--- config.mk ---
export PLATFORM = sky130hd
export DESIGN_NAME = tct_top
export DESIGN_NICKNAME = d
export VERILOG_FILES = /design/src/tct_pkg.sv /design/src/tct_counter.sv /design/src/tct_sync.sv /design/src/tct_top.sv
export SDC_FILE = /design/constraint.sdc
export NUM_CORES = 1
export LEC_CHECK = 0
export BUFFER_PORTS_ARGS = -buffer_cell sky130_fd_sc_hd__buf_2
export CAP_MARGIN = 10
export CORE_UTILIZATION = 60
export DETAILED_ROUTE_END_ITERATION = 6
export PLACE_DENSITY = 0.77
export SLEW_MARGIN = 40
export SYNTH_ARGS = -nofsm -noshare
export SYNTH_HDL_FRONTEND = slang
export SYNTH_SLANG_ARGS = --single-unit
export TNS_END_PERCENT = 1
--- constraint.sdc ---
create_clock -name mclk_i -period 3.29 [get_ports mclk_i]
set_clock_uncertainty 0.1 [all_clocks]
set_input_delay 0.4935 -clock mclk_i [delete_from_list [all_inputs] [get_ports mclk_i]]
set_output_delay 0.4935 -clock mclk_i [all_outputs]
set_load 0.05 [all_outputs]
--- src/tct_pkg.sv ---
// package for the triple counter timer block: offsets, fields, modes, carriers
package tct_pkg;

  // ****************************************
  // host offsets
  // ****************************************
  localparam logic [3:0] TCT_OFS_CNT0   = 4'h0;
  localparam logic [3:0] TCT_OFS_CNT2   = 4'h2;
  localparam logic [3:0] TCT_OFS_SETUP  = 4'h3;
  localparam logic [3:0] TCT_OFS_MAPSEL = 4'hd;

  // ****************************************
  // setup byte fields
  // ****************************************
  localparam int TCT_SEL_HI = 7;
  localparam int TCT_SEL_LO = 6;
  localparam int TCT_ACC_HI = 5;
  localparam int TCT_ACC_LO = 4;
  localparam int TCT_MOD_HI = 3;
  localparam int TCT_MOD_LO = 1;
  localparam int TCT_BCD    = 0;
  localparam int TCT_RB_CNT = 5;
  localparam int TCT_RB_STA = 4;

  localparam logic [1:0] TCT_SEL_READBACK = 2'h3;
  localparam logic [15:0] TCT_CNT_ONE     = 16'h0001;
  localparam logic [15:0] TCT_CNT_TWO     = 16'h0002;
  localparam logic [15:0] TCT_CNT_ZERO    = 16'h0000;

  // access order field
  typedef enum logic [1:0] {
    TCT_ACC_LATCH = 2'h0,
    TCT_ACC_LSB   = 2'h1,
    TCT_ACC_MSB   = 2'h2,
    TCT_ACC_PAIR  = 2'h3
  } tct_acc_t;

  // decoded operating mode
  typedef enum logic [2:0] {
    TCT_M0 = 3'h0,
    TCT_M1 = 3'h1,
    TCT_M2 = 3'h2,
    TCT_M3 = 3'h3,
    TCT_M4 = 3'h4,
    TCT_M5 = 3'h5
  } tct_mode_t;

  // per-counter configuration
  typedef struct packed {
    tct_acc_t  acc;
    logic [2:0] mode_raw;
    logic      bcd;
  } tct_cfg_t;

  // one host write or read aimed at a counter
  typedef struct packed {
    logic       wr;
    logic       rd;
    logic [7:0] data;
  } tct_hacc_t;

endpackage

--- src/tct_counter.sv ---
// one 16-bit down counter channel with six modes, latch and status
`timescale 1ns/10ps
`default_nettype none
module tct_counter
  import tct_pkg::*;
(
  input  wire logic              mclk_i,
  input  wire logic              rst_i,
  input  wire logic              tick_i,    // clock pulse seen, one cycle
  input  wire logic              gate_i,    // synchronised gate level
  input  wire logic              cfg_we_i,  // setup byte for this counter
  input  wire tct_pkg::tct_cfg_t cfg_i,
  input  wire logic              latch_i,   // count latch request
  input  wire logic              stlat_i,   // status latch request
  input  wire tct_pkg::tct_hacc_t hacc_i,
  output logic [7:0]             rdata_o,
  output logic                   out_o
);
  import tct_pkg::*;

  tct_cfg_t    cfg_q;
  logic [15:0] cnt_q, init_q, hold_q;
  logic [7:0]  lsb_q, stat_q;
  logic        hold_v_q, hold_hi_q, stat_v_q, wr_hi_q, rd_hi_q;
  logic        null_q, armed_q, run_q, gate_q, trig_q, half_q;

  // decoded mode, bit 2 ignored for modes 2 and 3
  wire [2:0] mraw = cfg_q.mode_raw;
  wire [2:0] mode = mraw[1] ? {1'b0, mraw[1:0]} : mraw;
  wire gate_rise = gate_i & ~gate_q;
  wire load_done = hacc_i.wr & ((cfg_q.acc != TCT_ACC_PAIR) | wr_hi_q);
  wire [15:0] wval = (cfg_q.acc == TCT_ACC_MSB) ? {hacc_i.data, 8'h00} :
                     (cfg_q.acc == TCT_ACC_LSB) ? {8'h00, hacc_i.data} :
                                                  {hacc_i.data, lsb_q};
  // gate governs counting in modes 0, 2, 3 and 4
  wire gate_ok = (mode == TCT_M1 || mode == TCT_M5) ? 1'b1 : gate_i;
  wire step = tick_i & run_q & gate_ok;
  wire [15:0] dec  = (mode == TCT_M3) ? 16'(cnt_q - TCT_CNT_TWO)
                                      : 16'(cnt_q - TCT_CNT_ONE);
  // bcd decrement by one per digit borrow
  function automatic logic [15:0] bcd_dec(input logic [15:0] v);
    logic [15:0] r;
    logic        br;
    r  = v;
    br = 1'b1;
    for (int d = 0; d < 4; d++) begin
      if (br) begin
        if (v[d*4 +: 4] == 4'h0) begin
          r[d*4 +: 4] = 4'h9;
        end else begin
          r[d*4 +: 4] = 4'(v[d*4 +: 4] - 4'h1);
          br = 1'b0;
        end
      end
    end
    return r;
  endfunction
  wire [15:0] nxt = cfg_q.bcd ? ((mode == TCT_M3) ? bcd_dec(bcd_dec(cnt_q))
                                                   : bcd_dec(cnt_q)) : dec;
  // odd count: the high half runs on to zero, one count longer than the low half
  wire at_end = (mode == TCT_M3) ? ((half_q && init_q[0]) ? (cnt_q == TCT_CNT_ZERO)
                                                          : (cnt_q <= TCT_CNT_TWO))
                                 : (cnt_q == TCT_CNT_ONE);
  wire [15:0] init_m3 = {init_q[15:1], 1'b0};  // even part of the count
  wire [7:0]  sbyte = {out_o, null_q, cfg_q.acc, cfg_q.mode_raw, cfg_q.bcd};

  // read data: status first, then held count, else live count
  // combinational, so a back-to-back read already sees the advanced byte toggle
  always_comb begin
    if (stat_v_q) begin
      rdata_o = stat_q;
    end else if (hold_v_q) begin
      rdata_o = hold_hi_q ? hold_q[15:8] : hold_q[7:0];
    end else begin
      rdata_o = (rd_hi_q || cfg_q.acc == TCT_ACC_MSB) ? cnt_q[15:8] : cnt_q[7:0];
    end
  end

  // host side: setup, load, latch, read sequencing
  always_ff @(posedge mclk_i) begin
    if (rst_i) begin
      cfg_q <= '{acc: TCT_ACC_LSB, mode_raw: 3'h0, bcd: 1'b0};
      init_q <= TCT_CNT_ZERO;
      lsb_q <= 8'h00;
      hold_q <= TCT_CNT_ZERO;
      stat_q <= 8'h00;
      {hold_v_q, hold_hi_q, stat_v_q, wr_hi_q, rd_hi_q, null_q} <= '0;
    end else begin
      if (cfg_we_i) begin
        cfg_q <= cfg_i;
        {wr_hi_q, rd_hi_q, null_q} <= 3'b001;
      end
      if (latch_i && !hold_v_q) begin  // repeat latch ignored
        hold_q    <= cnt_q;
        hold_v_q  <= 1'b1;
        hold_hi_q <= (cfg_q.acc == TCT_ACC_MSB);
      end
      if (stlat_i && !stat_v_q) begin
        stat_q   <= sbyte;
        stat_v_q <= 1'b1;
      end
      if (hacc_i.wr) begin
        if (cfg_q.acc == TCT_ACC_PAIR) begin  // low then high
          wr_hi_q <= ~wr_hi_q;
          lsb_q   <= hacc_i.data;
        end
        if (load_done) begin
          init_q <= wval;
          null_q <= 1'b1;
        end
      end
      if (tick_i && null_q && !load_done) begin
        null_q <= 1'b0;
      end
      if (hacc_i.rd) begin
        if (stat_v_q) begin
          stat_v_q <= 1'b0;
        end else if (hold_v_q) begin
          if (cfg_q.acc == TCT_ACC_PAIR && !hold_hi_q) begin
            hold_hi_q <= 1'b1;
          end else begin
            hold_v_q <= 1'b0;
          end
        end else if (cfg_q.acc == TCT_ACC_PAIR) begin
          rd_hi_q <= ~rd_hi_q;
        end
      end
    end
  end

  // count engine per mode
  always_ff @(posedge mclk_i) begin
    if (rst_i) begin
      cnt_q <= TCT_CNT_ZERO;
      out_o <= 1'b1;
      {armed_q, run_q, gate_q, trig_q, half_q} <= '0;
    end else begin
      gate_q <= gate_i;
      if (cfg_we_i) begin
        out_o <= (cfg_i.mode_raw == 3'h0) ? 1'b0 : 1'b1;
        {armed_q, run_q, trig_q} <= '0;
      end else if (load_done) begin
        armed_q <= 1'b1;
        trig_q  <= 1'b0;
        if (mode == TCT_M0) begin
          out_o <= 1'b0;
        end
      end else if (armed_q && tick_i) begin
        // pending count moves into the counter on the next clock pulse
        armed_q <= 1'b0;
        cnt_q   <= (mode == TCT_M3) ? init_m3 : init_q;
        half_q  <= 1'b1;
        run_q   <= (mode == TCT_M0 || mode == TCT_M1 || mode == TCT_M5)
                   ? trig_q : 1'b1;
        if (mode == TCT_M1 && trig_q) begin
          out_o <= 1'b0;
        end
        trig_q <= 1'b0;
      end else begin
        if (gate_rise) begin
          trig_q <= 1'b1;
          if (!armed_q && (mode == TCT_M1 || mode == TCT_M5 || mode == TCT_M0)) begin
            armed_q <= 1'b1;       // retrigger reloads full count
          end
          if (mode == TCT_M2 || mode == TCT_M3) begin
            armed_q <= 1'b1;
            out_o   <= 1'b1;
          end
        end
        if ((mode == TCT_M2 || mode == TCT_M3) && !gate_i) begin
          out_o <= 1'b1;           // low gate stops the waveform
        end
        if (step) begin
          cnt_q <= nxt;
          if (mode == TCT_M2 && cnt_q == TCT_CNT_TWO) begin
            out_o <= 1'b0;         // one clock low
          end else if (mode == TCT_M2 && at_end) begin
            out_o <= 1'b1;
            cnt_q <= init_q;
          end else if (mode == TCT_M3 && at_end) begin
            // half done: flip output and reload the even part
            out_o  <= ~out_o;
            half_q <= ~half_q;
            cnt_q  <= init_m3;
          end else if (at_end) begin
            run_q <= 1'b0;
            if (mode == TCT_M4 || mode == TCT_M5) begin
              out_o <= 1'b0;       // strobe
            end else begin
              out_o <= 1'b1;
            end
          end
        end else if (tick_i && !out_o && (mode == TCT_M4 || mode == TCT_M5)) begin
          out_o <= 1'b1;
        end
      end
    end
  end

  mode4_strobe_a: assert property (@(posedge mclk_i) disable iff (rst_i)
    (mode == TCT_M4 && step && at_end && !cfg_we_i && !load_done && !armed_q)
      |=> !out_o) else $error("mode 4 strobe missing");
  mode0_load_a: assert property (@(posedge mclk_i) disable iff (rst_i)
    (mode == TCT_M0 && load_done && !cfg_we_i) |=> !out_o)
    else $error("mode 0 load left output high");
  latch_hold_a: assert property (@(posedge mclk_i) disable iff (rst_i)
    (hold_v_q && !hacc_i.rd) |=> $stable(hold_q))
    else $error("held count changed before read");
endmodule
`default_nettype wire

--- src/tct_sync.sv ---
// three-flop pin synchroniser with agreement filter
`timescale 1ns/10ps
`default_nettype none
module tct_sync #(
  parameter int W = 6
) (
  input  wire logic         mclk_i,
  input  wire logic         rst_i,
  input  wire logic [W-1:0] pin_i,
  output logic      [W-1:0] lvl_o
);
  logic [W-1:0] s1_q;
  logic [W-1:0] s2_q;
  logic [W-1:0] s3_q;

  // a change counts only when stages two and three agree
  always_ff @(posedge mclk_i) begin
    if (rst_i) begin
      s1_q  <= '0;
      s2_q  <= '0;
      s3_q  <= '0;
      lvl_o <= '0;
    end else begin
      s1_q <= pin_i;
      s2_q <= s1_q;
      s3_q <= s2_q;
      for (int i = 0; i < W; i++) begin
        if (s2_q[i] == s3_q[i]) begin
          lvl_o[i] <= s3_q[i];
        end
      end
    end
  end
endmodule
`default_nettype wire

--- src/tct_top.sv ---
// triple counter timer block with shared-offset map select on the host port
`timescale 1ns/10ps
`default_nettype none
// Notes on behaviour
// - when mapped in, offsets 0h-3h reach the counters, not parallel group.
// - any write to Dh maps counters in, parallel group out.
// - a read of Dh maps counters out, parallel group back in.
// - map changes never reset counters or parallel group; counters keep running.
// - three independent 16-bit down counters, counts up to 65535.
// - clock pulse is a count; gate rising edge is a trigger.
// - mode 0 load drives output low until zero, then high.
// - mode 0 counts only after a gate trigger.
// - mode 1 one-shot low pulse after trigger; retrigger reloads.
// - mode 2 divide by N, one clock low each period, gate stops.
// - mode 3 square wave; odd N high (N+1)/2, low (N-1)/2.
// - mode 3 decrements by two through each half, reloading between.
// - mode 4 counts on load, one clock low at zero, gate inhibits.
// - mode 5 counts after gate edge, one clock low at end, retriggerable.
// - setup byte: select, access order, three mode bits, bcd bit 0.
// - select 0-2 picks a counter; 3 means readback command.
// - access 0 latch, 1 low only, 2 high only, 3 low then high.
// - mode bits decode 000,001,X10,X11,100,101 with X ignored.
// - bit 0 picks binary when 0, decimal when 1.
// - latch copies live count into hold register; reads return it.
// - repeat latches ignored until read; pending status read first.
module tct_top
  import tct_pkg::*;
#(
  parameter int NCNT = 3
) (
  input  wire logic             mclk_i,
  input  wire logic             rst_i,
  input  wire logic [3:0]       addr_i,     // host offset
  input  wire logic             wr_i,       // one-cycle write strobe
  input  wire logic             rd_i,       // one-cycle read strobe
  input  wire logic [7:0]       wdata_i,
  input  wire logic [NCNT-1:0]  cnt_clk_i,  // counter clock pins
  input  wire logic [NCNT-1:0]  cnt_gate_i, // counter gate pins
  output logic      [7:0]       rdata_o,    // counter read data
  output logic                  mapped_in_o, // counters own 0h-3h
  output logic                  pio_sel_o,  // access goes to parallel group
  output logic      [NCNT-1:0]  cnt_out_o
);
  import tct_pkg::*;

  // elaboration guard: select and readback decode serve exactly three counters
  if (NCNT != 3) begin : g_bad_ncnt
    $error("tct_top serves exactly three counters");
  end

  // ****************************************
  // pin synchronisers
  // ****************************************
  logic [NCNT-1:0] clk_lvl, gate_lvl, clk_prev_q;

  tct_sync #(.W(2*NCNT)) u_sync (
    .mclk_i (mclk_i),
    .rst_i  (rst_i),
    .pin_i  ({cnt_gate_i, cnt_clk_i}),
    .lvl_o  ({gate_lvl, clk_lvl})
  );

  // counter clock rising edge as one-cycle tick
  always_ff @(posedge mclk_i) begin
    if (rst_i) begin
      clk_prev_q <= '0;
    end else begin
      clk_prev_q <= clk_lvl;
    end
  end
  wire [NCNT-1:0] tick = clk_lvl & ~clk_prev_q;

  // ****************************************
  // map select
  // ****************************************
  logic map_q;
  wire  acc_mapsel = (addr_i == TCT_OFS_MAPSEL);
  wire  low_ofs    = (addr_i <= TCT_OFS_SETUP);
  wire  to_ctr     = map_q & low_ofs;

  // write sets, read clears; nothing else is touched
  always_ff @(posedge mclk_i) begin
    if (rst_i) begin
      map_q <= 1'b0;
    end else if (acc_mapsel && wr_i) begin
      map_q <= 1'b1;
    end else if (acc_mapsel && rd_i) begin
      map_q <= 1'b0;
    end
  end

  // registered routing flags for the surrounding board logic
  always_ff @(posedge mclk_i) begin
    if (rst_i) begin
      mapped_in_o <= 1'b0;
      pio_sel_o   <= 1'b0;
    end else begin
      mapped_in_o <= map_q;
      pio_sel_o   <= low_ofs & ~map_q & (wr_i | rd_i);
    end
  end

  // ****************************************
  // setup byte decode
  // ****************************************
  wire       setup_wr = to_ctr & wr_i & (addr_i == TCT_OFS_SETUP);
  wire [1:0] sel      = wdata_i[TCT_SEL_HI:TCT_SEL_LO];
  wire       is_rb    = (sel == TCT_SEL_READBACK);
  wire       is_latch = wdata_i[TCT_ACC_HI:TCT_ACC_LO] == TCT_ACC_LATCH;
  tct_cfg_t  cfg_in;
  assign cfg_in = '{acc:      tct_acc_t'(wdata_i[TCT_ACC_HI:TCT_ACC_LO]),
                    mode_raw: wdata_i[TCT_MOD_HI:TCT_MOD_LO],
                    bcd:      wdata_i[TCT_BCD]};

  logic [7:0] rd_ch [NCNT];
  logic [NCNT-1:0] out_w;

  // ****************************************
  // counter channels
  // ****************************************
  for (genvar g = 0; g < NCNT; g++) begin : g_ch
    wire hit_sel = setup_wr & ~is_rb & (sel == 2'(g));
    wire rb_hit  = setup_wr & is_rb & wdata_i[TCT_MOD_LO + g];
    wire ch_addr = to_ctr & (addr_i == 4'(g));
    tct_hacc_t ha;
    assign ha = '{wr: ch_addr & wr_i, rd: ch_addr & rd_i, data: wdata_i};

    tct_counter u_cnt (
      .mclk_i   (mclk_i),
      .rst_i    (rst_i),
      .tick_i   (tick[g]),
      .gate_i   (gate_lvl[g]),
      .cfg_we_i (hit_sel & ~is_latch),
      .cfg_i    (cfg_in),
      .latch_i  ((hit_sel & is_latch) | (rb_hit & ~wdata_i[TCT_RB_CNT])),
      .stlat_i  (rb_hit & ~wdata_i[TCT_RB_STA]),
      .hacc_i   (ha),
      .rdata_o  (rd_ch[g]),
      .out_o    (out_w[g])
    );
  end

  // read mux; counters answer one cycle after the read strobe
  always_ff @(posedge mclk_i) begin
    if (rst_i) begin
      rdata_o   <= 8'h00;
      cnt_out_o <= '1;
    end else begin
      rdata_o   <= (to_ctr && rd_i && addr_i <= TCT_OFS_CNT2) ? rd_ch[addr_i[1:0]]
                                                                : rdata_o;
      cnt_out_o <= out_w;  // keeps running while mapped out
    end
  end

  map_in_a: assert property (@(posedge mclk_i) disable iff (rst_i)
    (acc_mapsel && wr_i) |=> map_q) else $error("write to map select missed");
  map_out_a: assert property (@(posedge mclk_i) disable iff (rst_i)
    (acc_mapsel && rd_i && !wr_i) |=> !map_q) else $error("read of map select missed");
  map_hold_a: assert property (@(posedge mclk_i) disable iff (rst_i)
    (!acc_mapsel || !(wr_i || rd_i)) |=> $stable(map_q))
    else $error("map changed without access");
  pio_route_a: assert property (@(posedge mclk_i) disable iff (rst_i)
    (map_q && low_ofs && rd_i) |=> !pio_sel_o) else $error("shared offset misrouted");
  out_follow_a: assert property (@(posedge mclk_i) disable iff (rst_i)
    1'b1 |=> cnt_out_o == $past(out_w)) else $error("output not from counter");
endmodule
`default_nettype wire

==> results.cfg, run 1 <==
[global_routing]
grt_pass1_wl_um = 72600
gr-usage-all-layers = 0.3381
grt_max_degree = 112
grt_pass1_vias = 13500
overflow = 0
antenna_found_initial = 1

[die]
die_w_um = 164.2
die_h_um = 164.2
dieArea_mm2 = 0.02696
start_util = 0.6196
core_mm2 = 0.02547
std_cell_rows = 58
ios = 35

[cts]
clock-sinks = 287
cts_post_setup_buffers_inserted = 0
clock_path_buffers = 3
clkLatencyLatePin_ns = 0.57
cts-resized-gates = 0
path_clk_slew_ns = 0.07
clock-root-buffer = clkbuf_16
cts_buffers = 30
cts_tree = yes
hold_buffers = 0
h-tree-depth = 1

[timing]
min_period_ns = 3.023
slew_headroom = 0.4161
finalMaxSlewViolations = 0
setup_viol = 0
rsz0062_at_grt = false
max_freq_mhz = 330.8
tightestPinTransition_ns = 0.8748
hold_violations = 0
timing.final.ws_setup_ns = 0.2669
finalCritPeriodShare = 0.9189
finalSetupTns_ns = 0

[synth]
syn_area_per_cell_um2 = 7.982
yosysTopAreaCellShare = 0.3641
ys.flop_type = dfxtp_1
synthArstFlopShare = 0
ys_warn_count = 0
synthCells = 1977
synth.lib_cells_used.distinct = 94
syn_nets = 2017
ys_seq_area_frac = 0.3641
syn-cell-area_mm2 = 0.01578
synth_top_area_cell = dfxtp_1
synth_seq_cells = 287
synth_edf_count = 0
synth_area_leaders = dfxtp_1 36%, mux2i_1 8.2%, nor2_1 5.2%

[pwr]
p_comb_frac = 0.026
p_clk_frac = 0.487
p_leak_nw = 6.478
switching_share = 0.2227
p_seq_frac = 0.488
power.internal_w = 0.005562
peakVddDrop_v = 0.0005351
power_density_mw_per_mm2 = 414.4
power_switching_w = 0.001594

[worst_hold_path]
min_from = cnt_gate_i[1]
hold_class = in -> reg

[cells_and_area]
drive_above_1_share = 0.1165
design_area_mm2 = 0.01727
layout.nets = 1991
syn2layout_area_growth_pct = 9.419
num_antenna_cells = 0

[worst_setup_path]
critical_path_required_ns = 3.63
worstReg2RegStart = g_ch[0].u_cnt.cnt_q[0]
cp-end-kind = flop
rrSetupSlack_ns = 0.27
start_kind = flop
crit_type = reg -> reg
crit_fanout = 21
arrival_ns = 3.37
cp-startpoint = g_ch[0].u_cnt.cnt_q[0]

[drt]
postRouteAntennaNets = 0
wl_per_cell_um = 19.85
drcViolationCount = 0
wirelength_um = 45760
drt_first_pass_iters = 6
first_iter_violations = 1854
vias_per_cell = 6.489
vias = 14956

[job]
drv_cap = 0

[placed_design]
dp.final_hpwl_um = 32030
gp_congestion = 0.9303
post-place-ws_ns = 0.3133
portBuffers = 34
placed_area_mm2 = 0.01624

[status]
status = finished, final reports clean
==> stage by stage <==
stage | hold WS (ns) | power [W] | std cells | utilization
after CTS | 0.01955 | 0.007184 | 2304 | 0.6777
final | 0.03510 | 0.007156 | 2305 | 0.6779
after global placement | 0.3225 | 0.003744 | 2248 | 0.6377
after detailed placement | 0.3212 | 0.003745 | 2248 | 0.6377
after global routing | 0.04142 | 0.007335 | 2305 | 0.6779
after floorplan | 0.3138 | 0.003669 | 1977 | -
==> registers in the layout, indices dropped and copies added (netlist names), 8 cells and up <==
signal / flops
g_ch.u_cnt.init_q: 48
g_ch.u_cnt.stat_q: 24
rdata_o: 8
g_ch.u_cnt.cfg_q: 9
g_ch.u_cnt.mraw: 9
g_ch.u_cnt.lsb_q: 24
g_ch.u_cnt.cnt_q: 48
g_ch.u_cnt.hold_q: 48
==> path summary, 6_finish.rpt <==
kind | end | cells past startpoint
min reg2reg | u_sync.s2_q[0] | 1
min | u_sync.s1_q[4] | 2
max reg2reg | g_ch[0].u_cnt.cnt_q[12] | 9
max | g_ch[0].u_cnt.cnt_q[12] | 9
==> power groups by stage <==
stage / Clock, W / Combinational (W) / Sequential (W)
4_1_cts: 0.00352 / 0.000178 / 0.00349
3_5_place_dp: 0 / 0.000177 / 0.00357
3_3_place_gp: 0 / 0.000176 / 0.00357
2_1_floorplan: 0 / 0.000100 / 0.00357
6_report: 0.00348 / 0.000183 / 0.00349
5_1_grt: 0.00365 / 0.000191 / 0.00349
==> synthesized netlist by cell type, types with 6 or more instances <==
master,count
o211ai_1,53
mux2i_1,130
mux2_2,29
nor2_1,219
o311ai_0,7
a211oi_1,37
xnor2_1,16
clkbuf_1,132
a21boi_0,6
nor3_1,56
o21ai_0,110
o31ai_1,14
or4_1,11
nor4_1,16
inv_1,32
nand2_1,218
nand2b_1,11
nand3_1,58
a31oi_1,34
nor3b_1,10
and4_1,6
nor2b_1,54
nand4_1,16
a221oi_1,11
or3_1,10
dfxtp_1,287
and2_1,13
a21oi_1,150
o211a_1,6
ha_1,18
and3_1,14
o21ai_1,6
o41ai_1,6
buf_6,6
nand3b_1,8
buf_2,23
or2_2,8
==> logic make-up (layout without fill, tap and decap cells) <==
family	after synthesis	after routing	synth area share
buf+inv	204	202	0.05415
mux	159	159	0.1031
simple gates	769	769	0.2413
fa+ha+maj	18	18	0.01427
compound gates	519	519	0.2114
xor+xnor	21	21	0.01165
flops	287	287	0.3641
==> worst max-delay path, stage by stage (launching register included) <==
cell     delay, ns
dfxtp_1       0.39
inv_1         0.23
ha_1          0.20
nor3b_4       0.37
nand4_1       0.17
o22ai_1       0.22
a22o_1        0.63
nor3_1        0.10
and3_1        0.21
o31a_1        0.27
==> placed cells by master, fill, tap and decap left out, types with 53 or more instances in the layout <==
master    Yosys  layout
o21ai_0     110     110
nor2_1      219     219
a21oi_1     150     150
nand3_1      58      58
dfxtp_1     287     287
o211ai_1     53      53
buf_4         3      77
nor3_1       56      56
nor2b_1      54      53
nand2_1     218     218
mux2i_1     130     130
==> metal layers <==
layer	track usage	up-vias	wire length (um)
met4	0.1221	2	1759
met2	0.5426	689	20650
li1	-	7058	-
met5	0	-	13
met3	0.03788	134	3586
met1	0.4668	7073	19750
==> final cells by class <==
cell class,count,area (um^2)
clock buffers,40,838.3
clock inverters,16,181.4
fillers,2094,8204
inverters,33,123.9
multi-input cells,1486,9184
flip-flops and latches,287,5746
well taps,330,412.9
repair buffers,113,782.0
Note: power is estimated with default switching activity, not from simulation.
==> run 2: changes to the inputs <==
SETUP_SLACK_MARGIN = 0.5   (was default)
==> results.cfg, run 2 (same netlist as run 1, synthesis figures left out) <==
[placed_design]
dp.cells = 2248
dp.final_hpwl_um = 32030
portBuffers = 34
gp_congestion = 0.9303

[timing]
finalSetupTns_ns = 0
min_period_ns = 2.793
slew_headroom = 0.3996
finalCritPeriodShare = 0.8488
setup_viol = 0
hold_violations = 0
finalMaxSlewViolations = 0
fin_hold_ws_ns = 0.03316
tightestPinTransition_ns = 0.8938
max_freq_mhz = 358.1
rsz0062_at_grt = true

[worst_setup_path]
r2r-end = g_ch[0].u_cnt.cnt_q[10]
start_kind = flop
arrival_ns = 3.19
r2r_cells = 9
rrSetupSlack_ns = 0.50
slowest_delay_ns = 0.55
crit_chain = inv_1, ha_1, or2_0, o21ai_2, and3_1, a32oi_4, or4b_1, a311o_1, a21oi_1
crit_fanout = 11
slowest_stage = or4b_1
worstReg2RegStart = g_ch[0].u_cnt.cnt_q[0]
cp-startpoint = g_ch[0].u_cnt.cnt_q[0]
crit_type = reg -> reg
cp-end-kind = flop
critical_path_required_ns = 3.68

[drt]
drcViolationCount = 0
drt_first_pass_iters = 6
wirelength_um = 45900
vias_per_cell = 6.484
wl_per_cell_um = 19.90
vias = 14958
postRouteAntennaNets = 0
first_iter_violations = 1908

[cts]
clock_path_buffers = 3
h-tree-depth = 1
clock-sinks = 287
cts_buffers = 30
clkLatencyLatePin_ns = 0.57
hold_buffers = 0
clock-root-buffer = clkbuf_16
path_clk_slew_ns = 0.07
cts_tree = yes

[die]
core_mm2 = 0.02547
std_cell_rows = 58
dieArea_mm2 = 0.02696
start_util = 0.6196
die_w_um = 164.2
die_h_um = 164.2
ios = 35

[global_routing]
gr-usage-all-layers = 0.3382
grt_pass1_wl_um = 72620
grt_pass1_vias = 13501
grt_max_degree = 112
overflow = 0
antenna_found_initial = 1

[cells_and_area]
layout.nets = 1993
num_antenna_cells = 0
fin_util = 0.6810
reg_top3 = g_ch.u_cnt.cnt_q: 48 flops, g_ch.u_cnt.hold_q: 48 flops, g_ch.u_cnt.init_q: 48 flops
final_cell_mix = 283 x dfxtp_1, 219 x nor2_1, 218 x nand2_1
fin_cells = 2307
drive_above_1_share = 0.1249
nFillCells = 2076
layout_commonest_cell = dfxtp_1
syn2layout_area_growth_pct = 9.918

[worst_hold_path]
min_from = cnt_gate_i[1]
hold_class = in -> reg
holdPathEnd = u_sync.s1_q[4]
hold-path-cell-count = 2

[pwr]
p_leak_nw = 6.494
power_density_mw_per_mm2 = 412.5
peakVddDrop_v = 0.0005352

[status]
status = finished, final reports clean

[job]
drv_cap = 0
## run 2: cell types whose count changed in the layout (fill, tap and decap cells not counted), sizes merged
| cell | delta |
|---|---|
| buf | +3 |
| clkbuf | -1 |
## run 2: timing repair
action,in CTS,in global routing
setup buffers,0,3
gates resized for setup,2,17
endpoints found under the setup margin,12,41
## run 2: routing by layer
metal	vias to the layer above	track usage	wire (um)
met5	-	0	13
met3	121	0.03788	3518
met4	2	0.1221	1605
li1	7065	-	-
met1	7094	0.4670	19890
met2	676	0.5426	20870
## run 2: worst max path at each step
stage	end	slack, ns	cells past startpoint
floorplan	g_ch[0].u_cnt.cnt_q[15]	0.75	10
global placement	g_ch[0].u_cnt.cnt_q[10]	0.32	9
detailed placement	g_ch[0].u_cnt.cnt_q[10]	0.31	9
CTS	g_ch[1].u_cnt.cnt_q[4]	0.34	7
global route	g_ch[1].u_cnt.cnt_q[9]	0.37	9
finish	g_ch[0].u_cnt.cnt_q[10]	0.50	9
## run 2: through the flow
stage          setup WS, ns  power (W)  area (um^2)
2_1_floorplan        0.7505   0.003669        15780
3_3_place_gp         0.3245   0.003744        16240
3_5_place_dp         0.3133   0.003745        16240
4_1_cts              0.3405   0.007184        17270
5_1_grt              0.3720   0.007335        17350
6_report             0.4974   0.007155        17350
## run 2: critical path, delay by kind of cell, from the launching register on
kind	cells	cell delay, ns
AO/OA/AOI/OAI	4	0.77
adder cells (fa/ha/maj)	1	0.28
buffers and inverters	1	0.15
flip-flops	1	0.41
AND/OR/NAND/NOR	3	1.02
## run 2: power breakdown
part | leakage (nW) | switching, W | internal [W]
clock | 0.497 | 0.00145 | 0.00203
sequential | 2.32 | 0.00000501 | 0.00349
combinational | 3.68 | 0.000137 | 0.0000454
total | 6.49 | 0.00159 | 0.00556
## run 2: area by class of cell
type / count / area [um^2] / area share
Tap cell: 330 / 412.9 / 0.02380
Timing Repair Buffer: 115 / 799.5 / 0.04609
Multi-Input combinational cell: 1486 / 9240 / 0.5327
Sequential cell: 287 / 5751 / 0.3315
Clock inverter: 16 / 181.4 / 0.01046
Clock buffer: 40 / 838.3 / 0.04833
Inverter: 33 / 123.9 / 0.007141
